[config.mk]
export PLATFORM = sky130hd
export DESIGN_NAME = fimr_router
export DESIGN_NICKNAME = d
export VERILOG_FILES = /design/src/rtl/fimr_redirect.v /design/src/rtl/fimr_router.v
export VERILOG_INCLUDE_DIRS = /design/src /design/src/rtl
export SDC_FILE = /design/constraint.sdc
export NUM_CORES = 1
export LEC_CHECK = 0
export BUFFER_PORTS_ARGS = -buffer_cell sky130_fd_sc_hd__buf_2
export CAP_MARGIN = 20
export CORE_MARGIN = 5
export CORE_UTILIZATION = 58
export CTS_BUF_LIST = sky130_fd_sc_hd__clkbuf_4 sky130_fd_sc_hd__clkbuf_8
export DETAILED_ROUTE_END_ITERATION = 16
export GPL_TIMING_DRIVEN = 0
export PLACE_DENSITY = 0.95
export SYNTH_ARGS = -nofsm -noshare
export SYNTH_HDL_FRONTEND = slang
export SYNTH_HIERARCHICAL = 1
export SYNTH_SLANG_ARGS = --single-unit
[constraint.sdc]
create_clock -name i_clk_sys -period 10.9 [get_ports i_clk_sys]
set_clock_uncertainty 0.05 [all_clocks]
set_input_delay 0.545 -clock i_clk_sys [delete_from_list [all_inputs] [get_ports i_clk_sys]]
set_output_delay 0.545 -clock i_clk_sys [all_outputs]
set_load 0.03 [all_outputs]
[src/rtl/fimr_regs.vh]
// Purpose: constants for the interrupt message router
// Assumes: included once per compile unit via guard
// Notes: fixed apic windows and message field layout
`ifndef FIMR_REGS_VH
`define FIMR_REGS_VH
// fixed apic windows: base address bits [31:20] and port select field
`define FIMR_APIC_WIN_HI 12'hfec
`define FIMR_APIC_PORT_LSB 15
`define FIMR_APIC_PORT_W 2
// fallback assert register offset inside an apic window
`define FIMR_APIC_ASSERT_OFS 12'h020
// fsb interrupt address fields
`define FIMR_HINT_BIT 3
`define FIMR_DMODE_BIT 2
`define FIMR_DID_LSB 12
`define FIMR_DID_MSB 19
`define FIMR_DID_BCAST 8'hff
// message kinds on the inbound port
`define FIMR_K_MWR 2'h0
`define FIMR_K_INTX_AS 2'h1
`define FIMR_K_INTX_DE 2'h2
// top priority and reset bucket limits
`define FIMR_PRIO_TOP 5'h10
`define FIMR_RST_LIM0 4'h4
`define FIMR_RST_LIM1 4'h8
`define FIMR_RST_LIM2 4'hc
`endif

[src/rtl/fimr_redirect.v]
// Purpose: redirection winner pick over task priority entries
// Assumes: entries stable while o_done pending
// Notes: bucket sort then least recently used tie break
`include "fimr_regs.vh"
module fimr_redirect #(
	parameter N = 4
) (
	input wire i_clk_sys,
	input wire i_rst_n,
	input wire i_start,
	input wire i_phys,
	input wire [7:0] i_did,
	input wire [N-1:0] i_en,
	input wire [N*8-1:0] i_logid,
	input wire [N*4-1:0] i_prio,
	input wire [11:0] i_lims,
	output reg o_done,
	output reg o_hit,
	output reg [7:0] o_id
);
	// map a priority to its bucket 0..3
	function [1:0] bucket;
		input [3:0] p;
		input [11:0] l;
		begin
			if (p < l[3:0])
				bucket = 2'd0;
			else if (p < l[7:4])
				bucket = 2'd1;
			else if (p < l[11:8])
				bucket = 2'd2;
			else
				bucket = 2'd3;
		end
	endfunction
	wire [N-1:0] pool;
	wire [N*2-1:0] bk;
	reg [N-1:0] lru_r;
	reg [N-1:0] lru_nxt;
	genvar g;
	// pool membership and buckets per entry
	generate
		for (g = 0; g < N; g = g + 1)
		begin : g_ent
			assign pool[g] = i_en[g] & (i_phys | (|(i_did & i_logid[g*8+:8])));
			assign bk[g*2+:2] = bucket(i_prio[g*4+:4], i_lims);
		end
	endgenerate
	integer k;
	reg [1:0] best;
	reg found;
	reg [7:0] pick_id;
	reg [N-1:0] win;
	// [RL18] four bucket sort
	// [RL19] lowest bucket, lru tie
	always @*
	begin
		best = 2'd3;
		found = 1'b0;
		pick_id = i_did;
		win = {N{1'b0}};
		lru_nxt = lru_r;
		for (k = 0; k < N; k = k + 1)
			if (pool[k] && bk[k*2+:2] < best)
				best = bk[k*2+:2];
		// first pass prefers entries not recently picked
		for (k = 0; k < N; k = k + 1)
			if (!found && pool[k] && bk[k*2+:2] == best && !lru_r[k])
			begin
				found = 1'b1;
				win[k] = 1'b1;
				pick_id = i_phys ? k[7:0] : i_logid[k*8+:8];
			end
		for (k = 0; k < N; k = k + 1)
			if (!found && pool[k] && bk[k*2+:2] == best)
			begin
				found = 1'b1;
				win[k] = 1'b1;
				pick_id = i_phys ? k[7:0] : i_logid[k*8+:8];
			end
		if (found)
			lru_nxt = ((lru_r | win) == {N{1'b1}}) ? win : (lru_r | win);
	end
	// register the result one cycle after start
	always @(posedge i_clk_sys or negedge i_rst_n)
	begin
		if (!i_rst_n)
		begin
			o_done <= 1'b0;
			o_hit <= 1'b0;
			o_id <= 8'h00;
			lru_r <= {N{1'b0}};
		end
		else
		begin
			o_done <= i_start;
			if (i_start)
			begin
				o_hit <= found;
				o_id <= pick_id;
				lru_r <= lru_nxt;
			end
		end
	end
endmodule // fimr_redirect

[src/rtl/fimr_router.v]
// Purpose: route inbound interrupt writes and fsb interrupt messages
// Assumes: one core clock, inputs synchronous
// Notes: apic windows are fixed decode, not programmable
// Notes: one fsb request is handled at a time, from idle only
`include "fimr_regs.vh"
// Functional notes
// [RL1] device sends msi as one dword write
// [RL2] fallback writes apic base plus 20
// [RL3] apic window write goes to mapped port
// [RL4] apic windows hard-wired, not relocatable
// [RL5] fallback assert forwarded like plain write
// [RL6] interrupt message stays behind posted data
// [RL7] legacy intx assert/deassert messages supported
// [RL8] claim fsb interrupts, target ready, no data
// [RL9] fsb interrupts never deferred, in order
// [RL10] directed: complete and forward other bus
// [RL11] redirectable: reissue both buses, hint cleared
// [RL12] broadcast id all ones forwarded
// [RL13] no resources: hold priority request asserted
// [RL14] deferred access ends after post/data
// [RL15] read-for-ownership reply after invalidation
// [RL16] processor waits before ordered ipi
// [RL17] no ordering among ipis required
// [RL18] sort entries into four buckets
// [RL19] lowest bucket wins, lru tie break
// [RL20] accept stalled interrupt, then release request; the request is released one cycle before the claim
module fimr_router #(
	parameter N = 4,
	parameter PORTS = 4
) (
	input wire i_clk_sys,
	input wire i_rst_n,
	// inbound pci express writes and messages
	input wire i_in_valid,
	input wire [1:0] i_in_kind,
	input wire [31:0] i_in_addr,
	input wire [31:0] i_in_data,
	input wire i_in_posted_pend,
	output reg o_in_ready,
	// downstream port forward
	output reg o_dn_valid,
	output reg [1:0] o_dn_port,
	output reg [31:0] o_dn_addr,
	output reg [31:0] o_dn_data,
	// inbound interrupt to processor side
	output reg o_up_int_valid,
	output reg [31:0] o_up_int_addr,
	output reg [31:0] o_up_int_data,
	output reg [PORTS-1:0] o_intx_level,
	// front side bus interrupt requests
	input wire i_fsb_valid,
	input wire i_fsb_src,
	input wire [31:0] i_fsb_addr,
	input wire [31:0] i_fsb_data,
	input wire i_fsb_space,
	input wire i_fsb_rfo,
	input wire i_fsb_inval_done,
	input wire i_fsb_post_done,
	output reg o_target_ready_n,
	output reg o_no_data_resp,
	output reg o_defer,
	output reg o_defer_reply,
	output reg o_priority_bus_request_n,
	// reissued messages on each bus
	output reg [1:0] o_out_valid,
	output reg [31:0] o_out_addr,
	output reg [31:0] o_out_data,
	// task priority entries
	input wire [N-1:0] i_tpr_en,
	input wire [N*8-1:0] i_tpr_logid,
	input wire [N*4-1:0] i_tpr_prio,
	input wire [11:0] i_bucket_lims
);
	// inbound decode, mode-free address compare
	// [RL4] fixed window decode
	function is_apic;
		input [31:0] a;
		begin
			is_apic = (a[31:20] == `FIMR_APIC_WIN_HI);
		end
	endfunction
	// inbound kind match, shared by the routing branches
	function kind_is;
		input [1:0] k;
		input [1:0] want;
		begin
			kind_is = (k == want);
		end
	endfunction
	wire in_apic = is_apic(i_in_addr);
	// [RL6] nothing taken while older posted data is pending
	// ready lags the pending flag by one edge, so gate here too
	wire in_take = i_in_valid & o_in_ready & ~i_in_posted_pend;
	wire in_mwr = in_take & kind_is(i_in_kind, `FIMR_K_MWR);
	wire in_as = in_take & kind_is(i_in_kind, `FIMR_K_INTX_AS);
	wire in_de = in_take & kind_is(i_in_kind, `FIMR_K_INTX_DE);
	// accept inbound when no posted data ahead
	// [RL6] wait for posted data
	always @(posedge i_clk_sys or negedge i_rst_n)
	begin
		if (!i_rst_n)
			o_in_ready <= 1'b0;
		else
			o_in_ready <= ~i_in_posted_pend;
	end
	// route writes and intx messages
	always @(posedge i_clk_sys or negedge i_rst_n)
	begin
		if (!i_rst_n)
		begin
			o_dn_valid <= 1'b0;
			o_dn_port <= 2'h0;
			o_dn_addr <= 32'h0000_0000;
			o_dn_data <= 32'h0000_0000;
			o_up_int_valid <= 1'b0;
			o_up_int_addr <= 32'h0000_0000;
			o_up_int_data <= 32'h0000_0000;
			o_intx_level <= {PORTS{1'b0}};
		end
		else
		begin
			o_dn_valid <= 1'b0;
			o_up_int_valid <= 1'b0;
			if (in_mwr)
			begin
				if (in_apic)
				begin
					// [RL3] mapped port select
					// [RL5] fallback forwarded unchanged
					o_dn_valid <= 1'b1;
					o_dn_port <= i_in_addr[`FIMR_APIC_PORT_LSB+:`FIMR_APIC_PORT_W];
					o_dn_addr <= i_in_addr;
					o_dn_data <= i_in_data;
				end
				else
				begin
					o_up_int_valid <= 1'b1;
					o_up_int_addr <= i_in_addr;
					o_up_int_data <= i_in_data;
				end
			end
			// [RL7] intx level tracking
			if (in_as)
				o_intx_level[i_in_data[1:0]] <= 1'b1;
			if (in_de)
				o_intx_level[i_in_data[1:0]] <= 1'b0;
		end
	end
	// fsb interrupt handling state machine
	localparam S_IDLE = 3'd0;
	localparam S_STALL = 3'd1;
	localparam S_CLAIM = 3'd2;
	localparam S_REDIR = 3'd3;
	localparam S_ISSUE = 3'd4;
	localparam S_DEFER = 3'd5;
	// state and the captured bus request
	reg [2:0] st_r;
	reg [2:0] st_nxt;
	reg busy_r;
	reg [31:0] addr_r;
	reg [31:0] data_r;
	reg src_r;
	reg rfo_r;
	// redirection unit results
	wire red_done;
	wire red_hit;
	wire [7:0] red_id;
	// a request is only seen while the machine is idle
	wire fsb_take = (st_r == S_IDLE) & i_fsb_valid;
	// winner pick runs for one cycle in the redirect state
	wire redir_go = (st_r == S_REDIR);
	// the new message: winner id, hint bit forced low
	wire [31:0] redir_addr = {addr_r[31:20],
		red_hit ? red_id : addr_r[19:12],
		addr_r[11:4], 1'b0, addr_r[2:0]};
	// defer ends on invalidation for rfo, else on posting
	wire defer_end = rfo_r ? i_fsb_inval_done : i_fsb_post_done;
	// winner pick for redirectable interrupts
	fimr_redirect #(
		.N(N)
	) u_redir (
		.i_clk_sys(i_clk_sys),
		.i_rst_n(i_rst_n),
		.i_start(redir_go),
		.i_phys(~addr_r[`FIMR_DMODE_BIT]),
		.i_did(addr_r[`FIMR_DID_MSB:`FIMR_DID_LSB]),
		.i_en(i_tpr_en),
		.i_logid(i_tpr_logid),
		.i_prio(i_tpr_prio),
		.i_lims(i_bucket_lims),
		.o_done(red_done),
		.o_hit(red_hit),
		.o_id(red_id)
	);
	// next state
	always @*
	begin
		st_nxt = st_r;
		case (st_r)
			S_IDLE:
				if (i_fsb_valid && i_fsb_space)
					st_nxt = busy_r ? S_STALL : S_CLAIM;
				else if (i_fsb_valid)
					st_nxt = S_DEFER;
			// [RL20] accept when free
			S_STALL:
				if (!busy_r)
					st_nxt = S_CLAIM;
			S_CLAIM:
				st_nxt = addr_r[`FIMR_HINT_BIT] ? S_REDIR : S_ISSUE;
			S_REDIR:
				st_nxt = S_IDLE;
			S_ISSUE:
				st_nxt = S_IDLE;
			// [RL14] hold until posted
			// [RL15] hold rfo until invalidated
			S_DEFER:
				if (defer_end)
					st_nxt = S_IDLE;
			default:
				st_nxt = S_IDLE;
		endcase
	end
	// state and request capture
	always @(posedge i_clk_sys or negedge i_rst_n)
	begin
		if (!i_rst_n)
		begin
			st_r <= S_IDLE;
			addr_r <= 32'h0000_0000;
			data_r <= 32'h0000_0000;
			src_r <= 1'b0;
			rfo_r <= 1'b0;
			busy_r <= 1'b0;
		end
		else
		begin
			st_r <= st_nxt;
			// outbound slot busy while redirection resolves
			busy_r <= (st_nxt == S_REDIR) | redir_go;
			if (fsb_take)
			begin
				addr_r <= i_fsb_addr;
				data_r <= i_fsb_data;
				src_r <= i_fsb_src;
				rfo_r <= i_fsb_rfo;
			end
		end
	end
	// bus responses: claim, defer and priority request
	always @(posedge i_clk_sys or negedge i_rst_n)
	begin
		if (!i_rst_n)
		begin
			o_target_ready_n <= 1'b1;
			o_no_data_resp <= 1'b0;
			o_defer <= 1'b0;
			o_defer_reply <= 1'b0;
			o_priority_bus_request_n <= 1'b1;
		end
		else
		begin
			// [RL8] claim with no data
			// [RL9] completed in order
			// [RL17] no ipi ordering kept
			o_target_ready_n <= ~(st_r == S_CLAIM);
			o_no_data_resp <= (st_r == S_CLAIM);
			// [RL14] only accesses outside interrupt space are deferred
			o_defer <= fsb_take & ~i_fsb_space;
			// [RL15] reply once the done input is seen
			o_defer_reply <= (st_r == S_DEFER) & defer_end;
			// [RL13] hold request while stalled
			o_priority_bus_request_n <= ~(st_nxt == S_STALL);
		end
	end
	// reissued and forwarded messages, one-cycle pulses
	always @(posedge i_clk_sys or negedge i_rst_n)
	begin
		if (!i_rst_n)
		begin
			o_out_valid <= 2'b00;
			o_out_addr <= 32'h0000_0000;
			o_out_data <= 32'h0000_0000;
		end
		else
		begin
			o_out_valid <= 2'b00;
			if (st_r == S_ISSUE)
			begin
				// [RL10] forward directed to other bus
				// [RL12] broadcast forwarded too
				o_out_valid <= src_r ? 2'b01 : 2'b10;
				o_out_addr <= addr_r;
				o_out_data <= data_r;
			end
			if (red_done)
			begin
				// [RL11] both buses, hint cleared
				o_out_valid <= 2'b11;
				o_out_addr <= redir_addr;
				o_out_data <= data_r;
			end
		end
	end
endmodule // fimr_router

==> results.cfg, run 1 <==
[outcome]
outcome = complete, no violations

[finish]
drive_gt1_share_pct = 47.8
final_cell_mix = 426 x buf_2, 288 x dfrtp_1, 133 x mux2_2
syn2layout_area_growth_pct = 25.7
final_common_cell = buf_2
fin_nets = 1747
fin_cells = 1862

[yosys]
ys_types = 87
ys_ff_latch = 290
ys_seq_area_share_pct = 53.0
syn_inst = 1043
yosys_warnings = 6
synthFlopType = dfrtp_1
async_flop_share_pct = 100
synth_nets = 1285
synth_area_um2 = 13700
synth-edff-count = 0
avgSynthCellArea_um2 = 13.1

[sta]
setup_viol = 0
rsz0062_at_grt = no
max_slew_margin_pct = 34.4
timing.final.crit_share_pct = 62.1
period_needed_ns = 6.76
setup_tns_ns = 0
slew_viol_final = 0
final_hold_viol_count = 0
worstMarginPinSlew_ns = 0.982
clock.fmax_mhz = 148

[global_routing]
grt_pass1_wl_mm = 71.1
grt.overflow.total = 0
grt_pass1_vias = 11700
antenna_found_initial = 10
grt_max_degree = 116
grtUsageTotal_pct = 35.1

[clock_network]
cts_buffers = 46
cts-root-buf = clkbuf_8
path_clk_slew_ns = 0.07
cts-htree-levels = 2
clk_path_buf_depth = 3
clock_sinks = 290
clkLatencyLatePin_ns = 0.57
cts_tree = built

[power_and_ir_drop]
vdd.ir_drop.worst_mv = 0.186
switching_share_pct = 40.6
p_leak_nw = 8.75
switching_power_mw = 1.81
p_int_mw = 2.65
power-per-cell-area_nw_per_um2 = 259
clockPowerShare_pct = 21.9
combinationalPowerShare_pct = 40.5
p_seq_share_pct = 37.5

[route]
drc = 0
initialDrtViolationCount = 1223
wire_per_inst_um = 26.0
drt-vias-per-instance = 6.09
drtPass1Iterations = 5
ant_nets = 0
num_vias = 11300
wirelength_mm = 48.3

[critical_path]
critPathCaptureType = flip-flop
cp-start-kind = flip-flop
cpMaxStageDelayCell = or4_1
crit_fanout = 9
cp_cell_sequence = a222oi_1 > nand3_1 > o21ai_1 > o22a_1 > inv_1 > ha_1 > nor2b_1 > o21ai_0 > or2_2 > nor2_1 > a21oi_2 > nand3_2 > inv_2 > ha_1 > or4_1 > a21oi_1 > a21bo_2 > o2111ai_1 > or3_1 > nand4_1 > nand2_1 > a211oi_1 > a21oi_1
crit_type = reg -> reg
slowest_delay_ns = 0.61
cp.arrival_ns = 7.12
cp.required_ns = 11.25

[place]
place_inst = 1775
place.gp.congestion = 0.978
place_hpwl_mm = 35.9
numPortBuffers = 411

[die]
dieWidth_um = 164
core_area_um2 = 23300
die_area_um2 = 26800
rows = 56
chipHeight_um = 164
ioPinCount = 412
start_util_pct = 58.7

[job]
max_cap_violations = 0

[worst_hold_path]
holdCritPathClass = in -> reg
-- critical path, delay by kind of cell, from the launching register on --
family	cells	cell delay, ns
adders and majority gates	2	0.46
AOI/OAI and AO/OA	10	2.80
buffers and inverters	2	0.14
DFF	1	0.50
and+or+nand+nor	9	2.62
-- metrics by stage --
stage | total power, mW | hold WS (ns) | worst slack (ns) | utilization [%] | area (um^2)
finish | 4.45 | 0.127 | 4.14 | 73.7 | 17200
global route | 4.65 | 0.117 | 3.77 | 73.7 | 17200
CTS | 4.42 | 0.0994 | 4.32 | 73.6 | 17200
detailed placement | 3.43 | 0.398 | 4.20 | 69.5 | 16200
global placement | 3.33 | 0.396 | 4.19 | 69.2 | 16100
floorplan | 2.81 | 0.199 | 5.27 | - | 13700
-- final timing paths --
kind	slack (ns)	cells after the start	from	to
setup / recovery	4.14	23	addr_r[18]	u_redir/o_id[0]
hold / removal	0.13	2	i_in_posted_pend	o_in_ready
setup reg to reg	4.14	23	addr_r[18]	u_redir/o_id[0]
hold reg to reg	0.42	1	o_dn_addr[28]	o_dn_addr[28]
max in group asynchronous	9.34	3	i_rst_n	o_out_addr[19]
min in group asynchronous	0.46	2	i_rst_n	o_dn_data[29]
-- timing repair --
item	in CTS	in global routing
gates resized for setup	0	0
endpoints found under the hold margin	61	0
buffers inserted	0	0
hold buffers	1	0
-- layout make-up --
| cell class | instances | area, um^2 |
|---|---|---|
| flip-flops and latches | 290 | 7260 |
| fillers | 1479 | 6130 |
| multi-input cells | 672 | 5990 |
| repair buffers | 414 | 2130 |
| clock buffers | 71 | 890 |
| well taps | 319 | 399 |
| plain buffers | 46 | 305 |
| inverters | 35 | 133 |
| clock inverters | 6 | 76.3 |
| diodes | 9 | 22.5 |
-- sequential cells by signal, summed over array words and instances (netlist names), 2 cells and up --
signal,count
addr_r,32
u_redir/lru_r,4
data_r,32
o_dn_data,32
o_out_valid,2
o_dn_addr,31
st_r,3
o_intx_level,4
o_up_int_data,32
u_redir/o_id,8
o_out_data,32
o_up_int_addr,32
o_out_addr,32
-- cell families after synthesis --
family / after synthesis / synth area share (%)
adder cells (fa/ha/maj): 38 / 3.47
buffers and inverters: 81 / 3.20
XOR/XNOR: 1 / 0.0640
AND/OR/NAND/NOR: 199 / 8.84
AO/OA/AOI/OAI: 183 / 9.86
flip-flops: 290 / 53.0
multiplexers: 251 / 21.5
-- synthesized netlist by cell type, drive strengths merged, types with 6 or more instances --
cell type    n  area (um^2)
a211oi       6         50.1
a21o         9         67.6
a21oi       42          221
a22oi       11         82.6
and2         8         50.1
buf         36          268
clkbuf      10         37.5
dfrtp      288         7210
ha          38          475
inv         34          128
mux2       235         2790
mux2i       16          160
nand2       34          128
nand2b      22          145
nand3       14         80.1
nand3b      16          133
nand4        8         50.1
nor2        32          123
nor2b       15         93.8
nor3        21          110
o211ai       7         67.6
o21ai       35          183
o221a        7         78.8
o22ai        7         43.8
o31a         8         70.1
-- per-layer routing --
layer  share of wire [%]  wire length (um)  up-vias  track usage [%]
met5               0.025                12        -                0
met4                 6.5              3150        2             19.0
met3                  13              6100      233             14.4
met2                  45             21800      778             53.6
met1                  36             17300     5552             42.6
li1                    -                 -     4780                -
-- power groups by stage --
stage	Clock, mW	Combinational (mW)	Sequential (mW)
2_1_floorplan	0	0.828	1.98
3_3_place_gp	0	1.71	1.63
3_5_place_dp	0	1.76	1.67
4_1_cts	0.980	1.78	1.66
5_1_grt	1.03	1.92	1.70
6_report	0.977	1.81	1.67
Note: power is estimated with default switching activity, not from simulation.
==> run 2, diff against run 1 <==
ABC_AREA = 1   (was unset)
CORE_UTILIZATION = 49   (was 58)
PLACE_DENSITY = 0.85   (was 0.95)
clock period = 6.2 ns   (was 10.9 ns; I/O delays follow)
==> run 2 against run 1 <==
  * Synthesized cell count grew 75%
  * Total power up 84%
  * Die area up 22%
  * Register-to-register slack got worse by 2.5 ns
  * Routed wire length up 12%
  * Clock power up 99%
==> results.cfg, run 2 <==
[outcome]
outcome = complete, no violations

[critical_path]
critPathBufInv = 7
cpMostUsedCell = nand2_1
cp.required_ns = 6.59
crit_fanout = 10
slowest_delay_ns = 0.34
cp_top_family = simple AND/OR/NAND/NOR gates
cp.arrival_ns = 4.95
cpMaxStageDelayCell = nor2_1
cp-start-kind = flip-flop
crit_type = reg -> reg
critPathCaptureType = flip-flop

[yosys]
synth_most_common_cell = nand2_1
synth_simple_gate_area_share_pct = 35.8
synthAdderAreaFrac_pct = 3.32
synth-compound-area-share_pct = 2.99
avgSynthCellArea_um2 = 7.83
synth_nets = 2072
synth_top_family_by_area = simple AND/OR/NAND/NOR gates
synth_top_area_share_pct = 50.3
synth_xor_area_share_pct = 0
ys_types = 44
yosys.area.top_type = dfrtp_1
ys_ff_latch = 290
ys_seq_area_share_pct = 50.7
syn_inst = 1830
async_flop_share_pct = 100
netlist_top_cells_area = dfrtp_1 50%, nand2_1 22%, nand3_1 6.5%, inv_1 3.4%, ha_1 3.3%
yosys_warnings = 6
muxShareOfSynthArea_pct = 0
ys_top_cells_by_count = 821 x nand2_1, 288 x dfrtp_1, 185 x nand3_1
synth_area_um2 = 14300
synthFlopType = dfrtp_1
synth-edff-count = 0

[finish]
final_cell_mix = 821 x nand2_1, 453 x buf_2, 288 x dfrtp_1
final_util_pct = 67.4
design_area_um2 = 19400
syn2layout_area_growth_pct = 35.3
drive_gt1_share_pct = 25.0
final_common_cell = nand2_1
n_fill_cell = 2154
fin_nets = 2668

[sta]
setup_viol = 0
final_hold_viol_count = 0
finalWorstSetupSlack_ns = 1.65
slew_viol_final = 0
worstMarginPinSlew_ns = 0.642
timing.final.crit_share_pct = 73.5
rsz0062_at_grt = no
clock.fmax_mhz = 220
setup_tns_ns = 0
max_slew_margin_pct = 57.2
period_needed_ns = 4.55

[route]
wire_per_inst_um = 18.9
wirelength_mm = 54.0
initialDrtViolationCount = 1372
drc = 0
drtPass1Iterations = 6
num_vias = 15600
ant_nets = 0
drt-vias-per-instance = 5.46

[global_routing]
antenna_found_initial = 2
grt_pass1_wl_mm = 85.1
grt.overflow.total = 0
grt_pass1_vias = 15900
grt_max_degree = 126
grtUsageTotal_pct = 31.8

[place]
placed_area_um2 = 16900
post-place-ws_ns = 1.70
place_hpwl_mm = 35.7
numPortBuffers = 410
place.gp.congestion = 0.977

[die]
chipHeight_um = 181
core_area_um2 = 28800
die_area_um2 = 32800
start_util_pct = 49.8
dieWidth_um = 181
rows = 62
ioPinCount = 412

[power_and_ir_drop]
power-per-cell-area_nw_per_um2 = 423
vdd.ir_drop.worst_mv = 0.232
p_leak_nw = 11.3
total_power_mw = 8.19

[worst_hold_path]
holdCritPathClass = in -> reg

[clock_network]
cts-htree-levels = 2
post_cts_buffers = 0
clkLatencyLatePin_ns = 0.57
cts-root-buf = clkbuf_8
cts_hold_buf = 134
cts_buffers = 48
ctsResizeCount = 0
clk_path_buf_depth = 3
clock_sinks = 290
path_clk_slew_ns = 0.07
cts_tree = built

[job]
max_cap_violations = 0
run 2: changes by cell type in the layout (fill, tap and decap cells not counted), sizes merged, moves of 14 or more:
cell,previous run,this run
nand3b,16,2
nand2b,22,0
mux2i,16,0
a21oi,42,25
nand3,14,195
mux2,235,0
nor2b,15,0
nor3,21,5
nand2,34,838
dlygate4sd3,1,134
nand4,8,60
buf,449,482
inv,36,143
nor2,32,93
run 2: through the flow:
step	std cells	hold slack, ns
after floorplan	1830	-0.0356
after global placement	2624	0.392
after detailed placement	2626	0.290
after CTS	2848	0.00256
after global routing	2850	0.0510
final	2850	0.0842
run 2: layout make-up:
| cell class | instances | area [um^2] | share of cell area [%] |
|---|---|---|---|
| Sequential cell | 290 | 7260 | 37.4 |
| Multi-Input combinational cell | 1307 | 6040 | 31.1 |
| Timing Repair Buffer | 546 | 3460 | 17.8 |
| Clock buffer | 74 | 956 | 4.93 |
| Inverter | 143 | 537 | 2.77 |
| Buffer | 90 | 494 | 2.55 |
| Tap cell | 384 | 480 | 2.48 |
| Clock inverter | 14 | 158 | 0.813 |
| Antenna cell | 2 | 5.00 | 0.0258 |
run 2: report_power, final:
group	switching (mW)	internal [mW]
Combinational	2.35	1.05
Sequential	0.401	2.45
Clock	0.826	1.11
Total	3.58	4.61
run 2: layer usage:
metal / share of wire (%) / vias to the layer above / track usage, %
met5: 0 / - / 0
met4: 6.8 / 0 / 17.5
met3: 10 / 277 / 8.35
li1: - / 6998 / -
met1: 35 / 7216 / 36.0
met2: 48 / 1082 / 54.9
run 2: worst reg2reg max path, delay by kind of cell, from the launching register on:
family | cells | cell delay [ns]
compound gates | 2 | 0.33
fa+ha+maj | 2 | 0.35
buf+inv | 7 | 0.95
flops | 1 | 0.33
simple gates | 21 | 2.46
run 2: cells by family (layout without fill, tap and decap cells):
group           after synthesis  count (layout)
simple gates               1196            1196
flops                       290             290
buf+inv                     233             867
compound gates               73              73
fa+ha+maj                    38              38
other cells                   0               2
run 2: path summary, 6_finish.rpt:
kind,from,end,cells past startpoint,slack [ns]
setup / recovery,addr_r[2],u_redir/o_id[4],32,1.65
hold / removal,i_in_data[0],o_intx_level[3],4,0.08
setup reg to reg,addr_r[2],u_redir/o_id[4],32,1.65
hold reg to reg,o_dn_addr[30],o_dn_addr[30],2,0.41
max in group asynchronous,i_rst_n,o_up_int_addr[21],3,4.74
min in group asynchronous,i_rst_n,o_out_addr[20],2,0.26
